<file path="src/scis_pkg.sv">
// Constants and types for the servo control input select block
// Behaviour
// - General pulse pair is used only while the source select is 0 (default).
// - Line-driver-only pulse pair is used only while the source select is 1.
// - Each of ten sequence inputs gets function and sense from its allocation.
// - Reverse inhibit acts only when drive inhibit mode is 0 or 2.
// - Forward inhibit acts only when drive inhibit mode is 0 or 2.
// - Damping switch A is honoured only when damping filter mode is 1 or 2.
// - Damping mode 2 joins switches B and A into a two-bit filter index.
// - Gain select honoured only when active control mode's gain mode is 2.
// - Gain select inactive picks gain set one, active picks gain set two.
package scis_pkg;

	localparam int NUM_SEQ = 10;
	localparam int NUM_PINS = 14;
	localparam int PIN_GEN_A = 0;
	localparam int PIN_GEN_B = 1;
	localparam int PIN_LD_REV = 2;
	localparam int PIN_LD_FWD = 3;
	localparam int PIN_SEQ_LSB = 4;

	localparam logic [7:0] CFG_OFS = 8'h00;
	localparam logic [7:0] ALLOC_OFS = 8'h04;
	localparam logic [7:0] ALLOC_END = 8'h28;
	localparam logic [7:0] STAT_OFS = 8'h2c;

	localparam logic [31:0] CFG_RST = 32'h0000_0000;
	localparam logic [31:0] CFG_MASK = 32'h000f_fff3;
	localparam logic [4:0] ALLOC_RST = 5'h00;
	localparam int CFG_SRC_BIT = 0;
	localparam int CFG_CMODE_BIT = 1;
	localparam int CFG_INH_LSB = 4;
	localparam int CFG_DF_LSB = 8;
	localparam int CFG_GSP_LSB = 12;
	localparam int CFG_GSS_LSB = 16;
	localparam int ALLOC_INV_BIT = 4;
	localparam int STAT_REV_BIT = 16;
	localparam int STAT_FWD_BIT = 17;
	localparam int STAT_DSEL_LSB = 18;
	localparam int STAT_DEN_BIT = 20;
	localparam int STAT_GAIN_BIT = 21;
	localparam int STAT_GEN_BIT = 22;

	localparam logic SRC_GENERAL = 1'b0;
	localparam logic SRC_LINEDRV = 1'b1;
	localparam logic CMODE_SPEED = 1'b1;
	localparam logic [3:0] INH_MODE_ZERO = 4'h0;
	localparam logic [3:0] INH_MODE_TWO = 4'h2;
	localparam logic [3:0] DF_MODE_ONE = 4'h1;
	localparam logic [3:0] DF_MODE_TWO = 4'h2;
	localparam logic [3:0] GSW_BY_INPUT = 4'h2;

	typedef enum logic [3:0] {
		FN_NONE = 4'h0,
		FN_REV_INH = 4'h1,
		FN_FWD_INH = 4'h2,
		FN_DAMP_A = 4'h3,
		FN_DAMP_B = 4'h4,
		FN_GAIN = 4'h5
	} scis_func_t;

endpackage

</file>
<file path="src/scis_input_select.sv">
// Servo control input qualification with APB register access
`timescale 1ns/10ps
`default_nettype none

module scis_input_select #(
	parameter int NUM_SEQ = scis_pkg::NUM_SEQ
) (
	input wire logic sys_clk,
	input wire logic rst_b,
	input wire logic psel,
	input wire logic penable,
	input wire logic pwrite,
	input wire logic [7:0] paddr,
	input wire logic [31:0] pwdata,
	input wire logic [3:0] pstrb,
	output logic [31:0] prdata,
	output logic pready,
	output logic pslverr,
	input wire logic reverse_or_feed_pulse_pos,
	input wire logic forward_or_direction_pos,
	input wire logic reverse_pulse_linedrv_pos,
	input wire logic forward_pulse_linedrv_pos,
	input wire logic [NUM_SEQ-1:0] sequence_inputs,
	output logic cmd_pulse_a,
	output logic cmd_pulse_b,
	output logic reverse_drive_inhibit,
	output logic forward_drive_inhibit,
	output logic damping_filter_en,
	output logic [1:0] damping_filter_index,
	output logic gain_input_en,
	output logic gain_bank_select
);

	// ==========================================================
	// Helpers
	function automatic logic seq_func(
		input logic [NUM_SEQ-1:0] lvl,
		input logic [NUM_SEQ-1:0][4:0] map,
		input scis_pkg::scis_func_t fn
	);
		logic hit;
		hit = 1'b0;
		for (int i = 0; i < NUM_SEQ; i++) begin
			if (map[i][3:0] == fn) begin
				hit = hit | (lvl[i] ^ map[i][scis_pkg::ALLOC_INV_BIT]);
			end
		end
		return hit;
	endfunction

	function automatic logic [31:0] byte_mask(input logic [3:0] strb);
		logic [31:0] m;
		m = 32'h0000_0000;
		for (int b = 0; b < 4; b++) begin
			m[b*8 +: 8] = {8{strb[b]}};
		end
		return m;
	endfunction

	// ==========================================================
	// Input synchroniser
	logic [scis_pkg::NUM_PINS-1:0] pins;
	logic [scis_pkg::NUM_PINS-1:0] sync1_q;
	logic [scis_pkg::NUM_PINS-1:0] sync2_q;
	logic [scis_pkg::NUM_PINS-1:0] sync1_d;
	logic [scis_pkg::NUM_PINS-1:0] sync2_d;

	assign pins = {sequence_inputs, forward_pulse_linedrv_pos,
		reverse_pulse_linedrv_pos, forward_or_direction_pos,
		reverse_or_feed_pulse_pos};

	always_comb begin
		sync1_d = pins;
		sync2_d = sync1_q;
	end

	always_ff @(posedge sys_clk or negedge rst_b) begin
		if (!rst_b) begin
			sync1_q <= '0;
			sync2_q <= '0;
		end else begin
			sync1_q <= sync1_d;
			sync2_q <= sync2_d;
		end
	end

	// ==========================================================
	// Register file and APB slave
	logic [31:0] cfg_q;
	logic [31:0] cfg_d;
	logic [NUM_SEQ-1:0][4:0] alloc_q;
	logic [NUM_SEQ-1:0][4:0] alloc_d;
	logic [31:0] prdata_q;
	logic [31:0] prdata_d;
	logic pready_q;
	logic pready_d;
	logic pslverr_q;
	logic pslverr_d;
	logic [31:0] status;
	logic [31:0] wmask;
	logic alloc_hit;
	logic [3:0] aidx;
	logic rev_q;
	logic fwd_q;
	logic den_q;
	logic [1:0] dsel_q;
	logic gen_q;
	logic gain_q;

	assign alloc_hit = (paddr >= scis_pkg::ALLOC_OFS) &&
		(paddr <= scis_pkg::ALLOC_END) && (paddr[1:0] == 2'b00);
	assign aidx = paddr[5:2] - 4'h1;
	assign wmask = byte_mask(pstrb);

	always_comb begin
		status = 32'h0000_0000;
		status[scis_pkg::NUM_PINS-1:0] = sync2_q;
		status[scis_pkg::STAT_REV_BIT] = rev_q;
		status[scis_pkg::STAT_FWD_BIT] = fwd_q;
		status[scis_pkg::STAT_DSEL_LSB +: 2] = dsel_q;
		status[scis_pkg::STAT_DEN_BIT] = den_q;
		status[scis_pkg::STAT_GAIN_BIT] = gain_q;
		status[scis_pkg::STAT_GEN_BIT] = gen_q;
	end

	always_comb begin
		cfg_d = cfg_q;
		alloc_d = alloc_q;
		prdata_d = prdata_q;
		pready_d = 1'b0;
		pslverr_d = 1'b0;
		if (psel && penable && !pready_q) begin
			pready_d = 1'b1;
			prdata_d = 32'h0000_0000;
			if (paddr == scis_pkg::CFG_OFS) begin
				prdata_d = cfg_q;
			end else if (alloc_hit) begin
				prdata_d = {27'h0, alloc_q[aidx]};
			end else if (paddr == scis_pkg::STAT_OFS && !pwrite) begin
				prdata_d = status;
			end else begin
				pslverr_d = 1'b1;
			end
		end
		if (psel && penable && pready_q && pwrite) begin
			if (paddr == scis_pkg::CFG_OFS) begin
				cfg_d = ((cfg_q & ~wmask) | (pwdata & wmask)) &
					scis_pkg::CFG_MASK;
			end else if (alloc_hit && pstrb[0]) begin
				alloc_d[aidx] = pwdata[4:0];
			end
		end
	end

	always_ff @(posedge sys_clk or negedge rst_b) begin
		if (!rst_b) begin
			cfg_q <= scis_pkg::CFG_RST;
			alloc_q <= {NUM_SEQ{scis_pkg::ALLOC_RST}};
			prdata_q <= 32'h0000_0000;
			pready_q <= 1'b0;
			pslverr_q <= 1'b0;
		end else begin
			cfg_q <= cfg_d;
			alloc_q <= alloc_d;
			prdata_q <= prdata_d;
			pready_q <= pready_d;
			pslverr_q <= pslverr_d;
		end
	end

	// ==========================================================
	// Function qualification
	logic src_sel;
	logic cmode;
	logic [3:0] inh_mode;
	logic [3:0] df_mode;
	logic [3:0] gsw_mode;
	logic [NUM_SEQ-1:0] seq;
	logic fn_rev;
	logic fn_fwd;
	logic fn_da;
	logic fn_db;
	logic fn_gain;
	logic inh_en;
	logic cmd_a_q;
	logic cmd_a_d;
	logic cmd_b_q;
	logic cmd_b_d;
	logic rev_d;
	logic fwd_d;
	logic den_d;
	logic [1:0] dsel_d;
	logic gen_d;
	logic gain_d;

	assign src_sel = cfg_q[scis_pkg::CFG_SRC_BIT];
	assign cmode = cfg_q[scis_pkg::CFG_CMODE_BIT];
	assign inh_mode = cfg_q[scis_pkg::CFG_INH_LSB +: 4];
	assign df_mode = cfg_q[scis_pkg::CFG_DF_LSB +: 4];
	assign gsw_mode = (cmode == scis_pkg::CMODE_SPEED) ?
		cfg_q[scis_pkg::CFG_GSS_LSB +: 4] :
		cfg_q[scis_pkg::CFG_GSP_LSB +: 4];
	assign seq = sync2_q[scis_pkg::PIN_SEQ_LSB +: NUM_SEQ];

	always_comb begin
		fn_rev = seq_func(seq, alloc_q, scis_pkg::FN_REV_INH);
		fn_fwd = seq_func(seq, alloc_q, scis_pkg::FN_FWD_INH);
		fn_da = seq_func(seq, alloc_q, scis_pkg::FN_DAMP_A);
		fn_db = seq_func(seq, alloc_q, scis_pkg::FN_DAMP_B);
		fn_gain = seq_func(seq, alloc_q, scis_pkg::FN_GAIN);
		if (src_sel == scis_pkg::SRC_LINEDRV) begin
			cmd_a_d = sync2_q[scis_pkg::PIN_LD_REV];
			cmd_b_d = sync2_q[scis_pkg::PIN_LD_FWD];
		end else begin
			cmd_a_d = sync2_q[scis_pkg::PIN_GEN_A];
			cmd_b_d = sync2_q[scis_pkg::PIN_GEN_B];
		end
		inh_en = (inh_mode == scis_pkg::INH_MODE_ZERO) ||
			(inh_mode == scis_pkg::INH_MODE_TWO);
		rev_d = inh_en & fn_rev;
		fwd_d = inh_en & fn_fwd;
		den_d = (df_mode == scis_pkg::DF_MODE_ONE) ||
			(df_mode == scis_pkg::DF_MODE_TWO);
		case (df_mode)
			scis_pkg::DF_MODE_ONE: begin
				dsel_d = {1'b0, fn_da};
			end
			scis_pkg::DF_MODE_TWO: begin
				dsel_d = {fn_db, fn_da};
			end
			default: begin
				dsel_d = 2'b00;
			end
		endcase
		gen_d = (gsw_mode == scis_pkg::GSW_BY_INPUT);
		gain_d = gen_d & fn_gain;
	end

	always_ff @(posedge sys_clk or negedge rst_b) begin
		if (!rst_b) begin
			cmd_a_q <= 1'b0;
			cmd_b_q <= 1'b0;
			rev_q <= 1'b0;
			fwd_q <= 1'b0;
			den_q <= 1'b0;
			dsel_q <= 2'b00;
			gen_q <= 1'b0;
			gain_q <= 1'b0;
		end else begin
			cmd_a_q <= cmd_a_d;
			cmd_b_q <= cmd_b_d;
			rev_q <= rev_d;
			fwd_q <= fwd_d;
			den_q <= den_d;
			dsel_q <= dsel_d;
			gen_q <= gen_d;
			gain_q <= gain_d;
		end
	end

	assign prdata = prdata_q;
	assign pready = pready_q;
	assign pslverr = pslverr_q;
	assign cmd_pulse_a = cmd_a_q;
	assign cmd_pulse_b = cmd_b_q;
	assign reverse_drive_inhibit = rev_q;
	assign forward_drive_inhibit = fwd_q;
	assign damping_filter_en = den_q;
	assign damping_filter_index = dsel_q;
	assign gain_input_en = gen_q;
	assign gain_bank_select = gain_q;
endmodule

`default_nettype wire

</file>
<file path="config.mk">
export PLATFORM = sky130hd
export DESIGN_NAME = scis_input_select
export DESIGN_NICKNAME = d
export VERILOG_FILES = /design/src/scis_pkg.sv /design/src/scis_input_select.sv
export SDC_FILE = /design/constraint.sdc
export NUM_CORES = 1
export LEC_CHECK = 0
export ABC_CLOCK_PERIOD_IN_PS = 1900
export BUFFER_PORTS_ARGS = -buffer_cell sky130_fd_sc_hd__clkbuf_2
export CORE_MARGIN = 2
export CORE_UTILIZATION = 51
export CTS_CLUSTER_SIZE = 25
export DETAILED_ROUTE_END_ITERATION = 10
export PLACE_DENSITY = 0.74
export SYNTH_ARGS = -nofsm -noshare
export SYNTH_HDL_FRONTEND = slang
export SYNTH_SLANG_ARGS = --single-unit
export TNS_END_PERCENT = 1
</file>
<file path="constraint.sdc">
create_clock -name sys_clk -period 1.9 [get_ports sys_clk]
set_clock_uncertainty 0.15 [all_clocks]
set_input_delay 0.19 -clock sys_clk [delete_from_list [all_inputs] [get_ports sys_clk]]
set_output_delay 0.19 -clock sys_clk [all_outputs]
set_load 0.05 [all_outputs]
</file>
==> metrics.cfg <==
[layout]
fillers = 802
area_delta_synth_final_pct = 35.0
nets = 757
layout_commonest_cell = dfrtp_1
final_cell_mix = dfrtp_1 (129), clkbuf_2 (82), buf_4 (61)
drive_above_1_share = 0.414
fin_cells = 869

[grt]
gr-total-overflow = 0
grt_pass1_wl_um = 28400
antenna_found_initial = 0
grt_pass1_vias = 5195
grt.total_usage = 0.286
grt_max_degree = 50

[clock_tree]
cts_root_buf = clkbuf_16
clk_path_buf_depth = 2
cts_tree = yes
worst_skew_pair.late_latency_ps = 420
cts_sinks = 130
post_cts_buffers = 0
h-tree-depth = 4
cts_buffers = 17
clk_pin_slew_ps = 60

[synth]
syn-instance-count = 508
syn_area_mm2 = 0.00633
synth_top_cell_area_share = 0.514
synth-xor-area-share = 0.0180
synth-edff-count = 0
yosys_warnings = 0
synth_mux_area_frac = 0.191
yosys.area_share.simple = 0.145
synth_compound_area_frac = 0.0749
synth_fa_ha_area_frac = 0.0119
synth_cell_types = 68
synth_top_cells_by_area = dfrtp_1 (51%), mux2_1 (7.1%), mux2_4 (6.6%), nor2_1 (2.7%), a221oi_1 (2.2%)
synth_top_family_by_area = multiplexers
yosysTopAreaCell = dfrtp_1
ys_ff_latch = 130
synth_ff_type = dfrtp_1
syn_area_per_cell_um2 = 12.5
async_flop_share = 1.00
seq_area_frac_synth = 0.514

[timing]
setup_ws_ps = -56.4
timing.final.crit_share = 1.03
drv_slew = 0
slew_headroom = 0.607
final_hold_viol_count = 0
rsz0062_at_grt = yes
finalSetupViolCount = 45
tns_ps = -1590
worstMarginPinSlew_ps = 586
fmaxAchievable_ghz = 0.511
finalCriticalPeriod_ps = 1960

[outcome]
status = finished with violations
violations = setup timing

[die]
ios = 106
num_rows = 40
initial_core_util = 0.525
fp.coreArea_mm2 = 0.0121
die_w_um = 115
dieArea_mm2 = 0.0133
die_y_um = 115

[setup_path]
required_ps = 2050
rr_endpoint = alloc_q[21]
crit_start = pready
r2r-start = pready
reg2regPathDepth = 7
crit_end = alloc_q[21]
setup.worst_path.start_class = flop
r2r_setup_slack_ps = -60
path_max_fanout = 10
critPathKind = reg -> reg
critPathCaptureType = flop
cp.arrival_ps = 2110

[detailed_routing]
post_drt_wl_per_cell_um = 20.9
dr.pass1.iters = 7
vias = 5084
drc = 0
drt_iter0_markers = 481
viasPerCell = 5.85
finalWirelength_um = 18200
ant_nets = 0

[power_and_ir_drop]
power_per_cell_area_mw_per_mm2 = 802
power_mw = 6.85
irDropWorstVdd_v = 0.000896
power.leakage_nw = 4.14

[placement]
pre_cts_ws_ps = -355
gp_congestion = 0.978
dp_hpwl_um = 12400
io_buffers = 83
dp.cells = 807

[min_path]
hp-class = in -> reg

[job]
maxCapViolations = 0

worst max-delay path, cell delays in order (launching register included):
cell     delay [ps]
dfrtp_2         350
and4_4          230
nand3_4          90
nor3b_4         230
buf_12          160
and3_1          180
buf_6           150
mux2_4          290
layer usage:
layer / vias up / share of wire / global-route usage
met3: 42 / 0.053 / 0.0601
met2: 213 / 0.51 / 0.476
met5: - / 0 / 0
li1: 2218 / - / -
met1: 2611 / 0.41 / 0.363
met4: 0 / 0.030 / 0.122
cell families (layout without fill, tap and decap cells):
group / after synthesis / count (layout)
buf+inv: 48 / 232
mux: 87 / 87
compound gates: 62 / 62
simple gates: 161 / 161
flops: 130 / 130
other cells: 1 / 10
fa+ha+maj: 6 / 6
xor+xnor: 13 / 13
worst min path at each step:
stage,start,end,slack (ps),cells after the start
2_1_floorplan,rst_b,async pin,-260,0
3_3_place_gp,rst_b,async pin,-10,1
3_5_place_dp,rst_b,async pin,-6,1
4_1_cts,pstrb[2],flop,6,3
5_1_grt,paddr[6],pslverr,40,4
6_report,pstrb[2],flop,30,3
metrics by stage:
step           hold slack, ps  utilization  area [µm²]
2_1_floorplan            -256            -        6560
3_3_place_gp            -12.6        0.625        7540
3_5_place_dp            -6.12        0.625        7540
4_1_cts                  5.74        0.702        8470
5_1_grt                  43.7        0.708        8540
6_report                 27.3        0.708        8540
area by class of cell:
type                    count  area (µm²)  area share
clock buffers              21         470      0.0551
repair buffers            189        1400       0.164
flip-flops and latches    130        3250       0.381
diodes                      1        2.50    0.000293
multi-input cells         338        3050       0.357
well taps                 168         210      0.0246
clock inverters            10         101      0.0119
inverters                  12        50.0     0.00586
synthesized netlist by cell type, types with 4 or more instances:
library cell  number
a21oi_1            5
a221oi_1          16
a31oi_1            8
and3_1            14
buf_2             10
buf_4             13
buf_6              5
clkbuf_1           5
dfrtp_1          130
ha_1               6
inv_1             12
mux2_1            40
mux2_2             5
mux2_4            28
mux2i_1            4
mux4_1             5
mux4_2             5
nand2_1           19
nand2b_1           6
nand3_1           14
nand3b_1           7
nand4_1            4
nor2_1            46
nor3_1             7
nor3b_1            6
nor4_1             6
nor4b_1            8
o21ai_0            5
o21ai_1            5
xor2_1            10
timing repair:
action / CTS / global route
pin swaps: 2 / 0
resized for setup: 17 / 15
hold endpoints to repair: 159 / 0
hold buffers: 30 / 0
setup endpoints to repair: 52 / 71
report_power, final:
part           total (mW)  internal (mW)  switching, mW
registers            2.91           2.85         0.0567
clock network        3.14           1.90           1.23
logic               0.798          0.270          0.528
Note: power is estimated with default switching activity, not from simulation.
